===== src/rtl/rcd_regs.svh =====
`ifndef RCD_REGS_SVH
`define RCD_REGS_SVH
// ----------------------------------------
// Register indices and byte addresses
// ----------------------------------------
`define RCD_IDX_DEC      12'h090
`define RCD_IDX_ITP      12'h091
`define RCD_IDX_RSC      12'h092
`define RCD_IDX_C5       12'h093
`define RCD_IDX_STAT     12'h094
`define RCD_ADDR_DEC     (`RCD_IDX_DEC << 2)
`define RCD_ADDR_ITP     (`RCD_IDX_ITP << 2)
`define RCD_ADDR_RSC     (`RCD_IDX_RSC << 2)
`define RCD_ADDR_C5      (`RCD_IDX_C5 << 2)
`define RCD_ADDR_STAT    (`RCD_IDX_STAT << 2)
// ----------------------------------------
// Field positions and limits
// ----------------------------------------
`define RCD_DEC_W        12
`define RCD_ITP_W        9
`define RCD_RSC_W        12
`define RCD_RSC_HI       9
`define RCD_RSC_LO       5
`define RCD_C5D_HI       5
`define RCD_C5S_HI       12
`define RCD_C5S_LO       8
`define RCD_C5D_MIN      6'h02
`define RCD_C5D_MAX      6'h20
`define RCD_C5D_RST      6'h02
`define RCD_C5S_MAX      5'h14
`define RCD_C5_EXTRA     5'h05
`define RCD_RESP_OKAY    2'h0
`define RCD_RESP_SLVERR  2'h2
`endif


===== src/rtl/rcd_pkg.sv =====
package rcd_pkg;
  // ----------------------------------------
  // Bus carriers
  // ----------------------------------------
  typedef struct packed {
    logic        awvalid;
    logic [11:0] awaddr;
    logic        wvalid;
    logic [31:0] wdata;
    logic [3:0]  wstrb;
    logic        bready;
    logic        arvalid;
    logic [11:0] araddr;
    logic        rready;
  } rcd_axi_in_t;
  typedef struct packed {
    logic        awready;
    logic        wready;
    logic        bvalid;
    logic [1:0]  bresp;
    logic        arready;
    logic        rvalid;
    logic [31:0] rdata;
    logic [1:0]  rresp;
  } rcd_axi_out_t;
endpackage : rcd_pkg


===== src/rtl/rcd_top.sv =====
// The implementer's own choice: the AXI4-Lite interface to the registers.
`timescale 1ns/1ps
`include "rcd_regs.svh"
module rcd_top import rcd_pkg::*; #(
  parameter int W  = 16,
  parameter int OW = 20
) (
  input  logic           clock,
  input  logic           rst_b,
  input  rcd_axi_in_t    axi_in,
  output rcd_axi_out_t   axi_out,
  input  logic           in_valid,
  input  logic [W-1:0]   in_i,
  input  logic [W-1:0]   in_q,
  output logic           in_ready,
  output logic           out_valid,
  output logic [OW-1:0]  out_i,
  output logic [OW-1:0]  out_q
);
  localparam int RW = W + 24;
  localparam int CW = W + 26;

  // ----------------------------------------
  // State
  // ----------------------------------------
  typedef struct packed {
    rcd_axi_out_t              ax;
    logic                      aw_ok;
    logic                      w_ok;
    logic [11:0]               waddr;
    logic [31:0]               wdata;
    logic [3:0]                wstrb;
    logic [`RCD_DEC_W-1:0]     dec;
    logic [`RCD_ITP_W-1:0]     itp;
    logic [`RCD_RSC_W-1:0]     rsc;
    logic [5:0]                c5d;
    logic [4:0]                c5s;
    logic                      rdy;
    logic [`RCD_ITP_W-1:0]     lcnt;
    logic [`RCD_DEC_W-1:0]     mcnt;
    logic [1:0][1:0][RW-1:0]   ri;
    logic [1:0][1:0][RW-1:0]   rc;
    logic                      r_valid;
    logic [1:0][W-1:0]         r_data;
    logic [1:0][4:0][CW-1:0]   ci;
    logic [1:0][4:0][CW-1:0]   cc;
    logic [5:0]                c5cnt;
    logic                      o_valid;
    logic [1:0][OW-1:0]        o_data;
    logic [15:0]               ocount;
  } rcd_state_t;

  rcd_state_t st;
  rcd_state_t next_st;

  function automatic logic [31:0] merge(input logic [31:0] old, input logic [31:0] nw, input logic [3:0] be);
    logic [31:0] m;
    m = {{8{be[3]}}, {8{be[2]}}, {8{be[1]}}, {8{be[0]}}};
    return (old & ~m) | (nw & m);
  endfunction : merge

  logic in_fire;
  logic bypass;
  assign in_fire = in_valid & st.rdy;
  assign bypass  = (st.dec == '0) && (st.itp == '0);

  // ----------------------------------------
  // Next state
  // ----------------------------------------
  always_comb begin
    logic [31:0]        wv;
    logic [31:0]        rv;
    logic               step;
    logic [1:0][RW-1:0] x;
    logic [RW-1:0]      d;
    logic [RW-1:0]      t;
    logic [CW-1:0]      v;
    logic [CW-1:0]      u;
    logic [4:0]         rs;
    logic [5:0]         cs;
    wv = '0;
    rv = '0;
    step = 1'b0;
    x = '0;
    d = '0;
    t = '0;
    v = '0;
    u = '0;
    rs = st.rsc[`RCD_RSC_HI:`RCD_RSC_LO];
    cs = {1'b0, st.c5s} + {1'b0, `RCD_C5_EXTRA};
    next_st = st;
    next_st.r_valid = 1'b0;
    next_st.o_valid = 1'b0;
    // Write channel
    if (axi_in.awvalid && st.ax.awready) begin
      next_st.aw_ok = 1'b1;
      next_st.waddr = axi_in.awaddr;
      next_st.ax.awready = 1'b0;
    end
    if (axi_in.wvalid && st.ax.wready) begin
      next_st.w_ok = 1'b1;
      next_st.wdata = axi_in.wdata;
      next_st.wstrb = axi_in.wstrb;
      next_st.ax.wready = 1'b0;
    end
    if (st.aw_ok && st.w_ok && !st.ax.bvalid) begin
      next_st.aw_ok = 1'b0;
      next_st.w_ok = 1'b0;
      next_st.ax.bvalid = 1'b1;
      next_st.ax.bresp = `RCD_RESP_OKAY;
      case (st.waddr)
        `RCD_ADDR_DEC: begin
          wv = merge({20'h0, st.dec}, st.wdata, st.wstrb);
          next_st.dec = wv[`RCD_DEC_W-1:0];
        end
        `RCD_ADDR_ITP: begin
          wv = merge({23'h0, st.itp}, st.wdata, st.wstrb);
          next_st.itp = wv[`RCD_ITP_W-1:0];
        end
        `RCD_ADDR_RSC: begin
          wv = merge({20'h0, st.rsc}, st.wdata, st.wstrb);
          next_st.rsc = wv[`RCD_RSC_W-1:0];
        end
        `RCD_ADDR_C5: begin
          wv = merge({19'h0, st.c5s, 2'h0, st.c5d}, st.wdata, st.wstrb);
          if (wv[`RCD_C5D_HI:0] < `RCD_C5D_MIN) begin
            next_st.c5d = `RCD_C5D_MIN;
          end else if (wv[`RCD_C5D_HI:0] > `RCD_C5D_MAX) begin
            next_st.c5d = `RCD_C5D_MAX;
          end else begin
            next_st.c5d = wv[`RCD_C5D_HI:0];
          end
          if (wv[`RCD_C5S_HI:`RCD_C5S_LO] > `RCD_C5S_MAX) begin
            next_st.c5s = `RCD_C5S_MAX;
          end else begin
            next_st.c5s = wv[`RCD_C5S_HI:`RCD_C5S_LO];
          end
          next_st.c5cnt = '0;
        end
        `RCD_ADDR_STAT: begin
          next_st.ax.bresp = `RCD_RESP_OKAY;
        end
        default: begin
          next_st.ax.bresp = `RCD_RESP_SLVERR;
        end
      endcase
    end
    if (st.ax.bvalid && axi_in.bready) begin
      next_st.ax.bvalid = 1'b0;
      next_st.ax.awready = 1'b1;
      next_st.ax.wready = 1'b1;
    end
    // Read channel
    if (axi_in.arvalid && st.ax.arready) begin
      next_st.ax.arready = 1'b0;
      next_st.ax.rvalid = 1'b1;
      next_st.ax.rresp = `RCD_RESP_OKAY;
      case (axi_in.araddr)
        `RCD_ADDR_DEC:  rv = {20'h0, st.dec};
        `RCD_ADDR_ITP:  rv = {23'h0, st.itp};
        `RCD_ADDR_RSC:  rv = {20'h0, st.rsc};
        `RCD_ADDR_C5:   rv = {19'h0, st.c5s, 2'h0, st.c5d};
        `RCD_ADDR_STAT: rv = {16'h0, st.ocount};
        default: begin
          rv = '0;
          next_st.ax.rresp = `RCD_RESP_SLVERR;
        end
      endcase
      next_st.ax.rdata = rv;
    end
    if (st.ax.rvalid && axi_in.rready) begin
      next_st.ax.rvalid = 1'b0;
      next_st.ax.arready = 1'b1;
    end
    // Resampler with zero stuffing
    if (in_fire) begin
      x[0] = {{(RW-W){in_i[W-1]}}, in_i};
      x[1] = {{(RW-W){in_q[W-1]}}, in_q};
      step = 1'b1;
      next_st.lcnt = st.itp;
    end else if (st.lcnt != '0) begin
      step = 1'b1;
      next_st.lcnt = st.lcnt - 1'b1;
    end
    next_st.rdy = (next_st.lcnt == '0) || bypass;
    if (bypass) begin
      next_st.lcnt = '0;
      if (in_fire) begin
        for (int c = 0; c < 2; c++) begin
          t = RW'($signed(x[c]) >>> rs);
          next_st.r_data[c] = t[W-1:0];
        end
        next_st.r_valid = 1'b1;
      end
    end else if (step) begin
      for (int c = 0; c < 2; c++) begin
        next_st.ri[c][0] = st.ri[c][0] + x[c];
        next_st.ri[c][1] = st.ri[c][1] + next_st.ri[c][0];
      end
      if (st.mcnt == st.dec) begin
        next_st.mcnt = '0;
        for (int c = 0; c < 2; c++) begin
          d = next_st.ri[c][1] - st.rc[c][0];
          next_st.rc[c][0] = next_st.ri[c][1];
          t = d - st.rc[c][1];
          next_st.rc[c][1] = d;
          t = RW'($signed(t) >>> rs);
          next_st.r_data[c] = t[W-1:0];
        end
        next_st.r_valid = 1'b1;
      end else begin
        next_st.mcnt = st.mcnt + 1'b1;
      end
    end
    // Fifth-order decimator
    if (st.r_valid) begin
      for (int c = 0; c < 2; c++) begin
        v = {{(CW-W){st.r_data[c][W-1]}}, st.r_data[c]};
        for (int k = 0; k < 5; k++) begin
          next_st.ci[c][k] = st.ci[c][k] + v;
          v = next_st.ci[c][k];
        end
      end
      if (st.c5cnt >= st.c5d - 1'b1) begin
        next_st.c5cnt = '0;
        for (int c = 0; c < 2; c++) begin
          v = next_st.ci[c][4];
          for (int k = 0; k < 5; k++) begin
            u = v - st.cc[c][k];
            next_st.cc[c][k] = v;
            v = u;
          end
          v = CW'($signed(v) >>> cs);
          next_st.o_data[c] = v[OW-1:0];
        end
        next_st.o_valid = 1'b1;
        next_st.ocount = st.ocount + 1'b1;
      end else begin
        next_st.c5cnt = st.c5cnt + 1'b1;
      end
    end
  end

  always_ff @(posedge clock or negedge rst_b) begin
    if (!rst_b) begin
      st <= '0;
      st.ax.awready <= 1'b1;
      st.ax.wready <= 1'b1;
      st.ax.arready <= 1'b1;
      st.c5d <= `RCD_C5D_RST;
      st.rdy <= 1'b1;
    end else begin
      st <= next_st;
    end
  end

  assign axi_out   = st.ax;
  assign in_ready  = st.rdy;
  assign out_valid = st.o_valid;
  assign out_i     = st.o_data[0];
  assign out_q     = st.o_data[1];

  logic wr_go;
  assign wr_go = st.aw_ok && st.w_ok && !st.ax.bvalid && (st.wstrb == 4'hf);
endmodule : rcd_top


===== config.mk =====
export PLATFORM = sky130hd
export DESIGN_NAME = rcd_top
export DESIGN_NICKNAME = d
export VERILOG_FILES = /design/src/rtl/rcd_pkg.sv /design/src/rtl/rcd_top.sv
export VERILOG_INCLUDE_DIRS = /design/src /design/src/rtl
export SDC_FILE = /design/constraint.sdc
export NUM_CORES = 2
export LEC_CHECK = 0
export BUFFER_PORTS_ARGS = -buffer_cell sky130_fd_sc_hd__clkbuf_2
export CAP_MARGIN = 20
export CORE_UTILIZATION = 55
export DETAILED_ROUTE_END_ITERATION = 8
export PLACE_DENSITY = 0.78
export SYNTH_ARGS = -nofsm -noshare
export SYNTH_HDL_FRONTEND = slang
export SYNTH_SLANG_ARGS = --single-unit

===== constraint.sdc =====
create_clock -name clock -period 14.2 [get_ports clock]
set_input_delay 2.13 -clock clock [delete_from_list [all_inputs] [get_ports clock]]
set_output_delay 2.13 -clock clock [all_outputs]
set_load 0.005 [all_outputs]

==> impl_metrics.py <==
metrics = {
    "logic_synthesis": {
        "synth_edf_count": 0,
        "synth_area_leaders": "dfrtp_1, ha_1, mux2_2, xnor2_1, o21ai_0",
        "synth.top_cell.area_share": 0.298,
        "syn_avg_cell_area_um2": 8.55,
        "synth_area_um2": 115000,
        "ys_seq_area_frac": 0.299,
        "synth-async-reset-ratio": 1.00,
        "synth_cell_types": 113,
        "netlist_instances": 13444,
        "yosysTopAreaCell": "dfrtp_1",
        "yosysWarnings": 0,
        "ys_ff_latch": 1374,
        "synthFlopType": "dfrtp_1",
    },
    "global_route": {
        "grt_start_max_net_pins": 251,
        "antenna_found_initial": 3,
        "overflow": 0,
        "grt_pass1_wl_um": 479000,
        "grt_pass1_vias": 100439,
        "grtUsageTotal": 0.266,
    },
    "cells_and_area": {
        "drive_above_1_share": 0.250,
        "final_cell_area_um2": 142000,
        "final_util": 0.685,
        "nNetsFinal": 16452,
        "multi_input_area_um2": 79600,
        "area_delta_synth_final_pct": 23.5,
        "final_common_cell": "buf_4",
        "fillerInstances": 15026,
        "ff_latch_area_um2": 34400,
        "final_cell_mix": "buf_4, nand2_1, dfrtp_1",
        "stdcell_count": 18085,
    },
    "drt": {
        "drt_iter0_markers": 7563,
        "routed_wl_um": 310000,
        "drt_drc_violations_left": 0,
        "vias": 104767,
        "drt-pass1-iter-count": 6,
        "viasPerCell": 5.79,
        "ant_nets": 0,
        "wl_per_cell_um": 17.2,
    },
    "sta": {
        "hold_viol": 0,
        "setup_viol": 46,
        "skew_ns": 0.0528,
        "report.final.slew_viol_count": 0,
        "tightest_slew_ns": 1.12,
        "final.min_clock_period_ns": 16.21,
        "relSlewSlack": 0.253,
        "finalCritPeriodShare": 1.14,
        "fmax_ghz": 0.0617,
        "rsz0062_at_grt": "true",
        "setup_ws_ns": -2.01,
    },
    "floorplanning": {
        "fp-row-count": 167,
        "die_h_um": 459,
        "start_util": 0.554,
        "pin_count": 183,
        "design.core.area_um2": 207000,
        "floorplan.die_area_um2": 211000,
        "die_width_um": 459,
    },
    "worst_hold_path": {
        "min_path_type": "reg -> reg",
    },
    "cts": {
        "ctsHtreeMaxLevel": 4,
        "clkTransAtPathRegs_ns": 0.06,
        "cts_tree": "built",
        "cts_buffers": 162,
        "cts_sinks": 1374,
        "clockRootBuffer": "clkbuf_16",
        "cts_buffer_depth": 3,
        "clock_latency_ns": 0.85,
    },
    "setup_path": {
        "cpMostUsedCell": "a21oi_2",
        "slowest_delay_ns": 0.50,
        "critPathMaxFanout": 4,
        "startpoint_type": "flop",
        "crit_slowest_cell": "dfrtp_2",
        "path_class": "reg -> reg",
        "arrival_ns": 17.00,
        "cp-end-kind": "flop",
        "required_ns": 14.99,
    },
    "place": {
        "gp_congestion": 0.917,
        "hpwlAfterDp_um": 207000,
        "io_buffers": 143,
        "dp.cells": 17620,
        "place_area_um2": 131000,
        "place_ws_ns": -1.63,
    },
    "outcome": {
        "status": "finished with violations",
        "violations": "setup timing",
    },
    "flow_run": {
        "max_cap_viol_count": 0,
    },
}
cell type report:
type                    count  share of cell area
flip-flops and latches   1374               0.242
clock inverters            51             0.00597
multi-input cells       10596               0.561
well taps                2788              0.0246
diodes                      1           0.0000176
clock buffers             235              0.0329
inverters                 999              0.0265
repair buffers           2041               0.107
Yosys cell counts (19+ instances only):
cell,n
a21oi_1,1016
xor2_1,276
a221oi_1,24
o21ai_0,1225
nand4_1,74
a22o_1,22
dfrtp_1,1369
nor2_1,861
a31oi_1,118
o31ai_1,50
nor2b_1,159
o21a_1,177
a211oi_1,126
mux4_2,21
buf_1,45
a31o_2,19
nand3_1,217
xnor2_1,791
o31a_1,29
o2111ai_1,31
a22oi_1,25
a21boi_0,50
nand2b_1,146
and2_1,67
ha_1,1150
or3_1,52
nor4_1,35
or2_2,46
and3_1,124
o41ai_1,21
a211o_1,25
clkbuf_1,360
o211ai_1,82
buf_4,81
mux2_2,620
o21bai_1,169
o22ai_1,26
nor3_1,164
a21o_1,439
inv_1,996
fa_1,28
nand2_1,1499
mux2i_1,229
final timing paths:
| kind | cells past startpoint | slack (ns) | from | end |
|---|---|---|---|---|
| worst min register to register | 1 | 0.48 | st[15] | st[15] |
| worst max-delay path | 85 | -2.01 | st[904] | out_i[4] |
| max in group asynchronous | 4 | 10.00 | rst_b | st[948] |
| min in group asynchronous | 1 | 1.17 | rst_b | st[269] |
| worst min-delay path | 1 | 0.48 | st[15] | st[15] |
| worst max register to register | 85 | -2.01 | st[904] | out_i[4] |
worst max-delay path: cells and delay by family (launching register included):
family,cells,cell delay [ns]
AO/OA/AOI/OAI,38,6.89
AND/OR/NAND/NOR,21,3.05
adder cells (fa/ha/maj),10,2.95
XOR/XNOR,10,1.80
buffers and inverters,5,0.72
flip-flops,1,0.50
multiplexers,1,0.23
kinds of logic (layout without fill, tap and decap cells):
| family | Yosys count | after routing | share of synthesized area |
|---|---|---|---|
| adder cells (fa/ha/maj) | 1178 | 1178 | 0.130 |
| AND/OR/NAND/NOR | 3527 | 3527 | 0.138 |
| other | 1 | 19 | 0.0000326 |
| buffers and inverters | 1491 | 3326 | 0.0516 |
| AO/OA/AOI/OAI | 3917 | 3917 | 0.212 |
| multiplexers | 871 | 871 | 0.0849 |
| flip-flops | 1374 | 1374 | 0.299 |
| XOR/XNOR | 1085 | 1085 | 0.0847 |
timing repair:
item | in CTS | in global routing
pin swaps | 268 | 470
resized for setup | 292 | 589
hold buffers | 0 | 0
setup buffers | 85 | 98
setup endpoints to repair | 42 | 56
sequential cells by signal, summed over array words and instances (netlist names), named ones only:
| name | cells |
|---|---|
| in_ready | 1 |
| out_valid | 1 |
| st | 1276 |
| out_q | 20 |
| out_i | 20 |
| axi_out | 23 |
per-stage QoR:
step	hold slack, ns	TNS (ns)
floorplan	0.445	-3.12
global route	0.489	-104.90
finish	0.476	-70.22
CTS	0.477	-42.73
global placement	0.461	-43.13
detailed placement	0.463	-57.32
layer usage:
metal	wire length [µm]	global-route usage	up-vias
met3	16500	0.0357	823
met5	0	0	-
met4	12700	0.0937	0
met2	148000	0.447	3081
li1	-	-	50964
met1	134000	0.350	49899
Power is left out: the tool's default activity adds up to more than one toggle a clock period on the data nets, which glitch-free logic cannot reach.
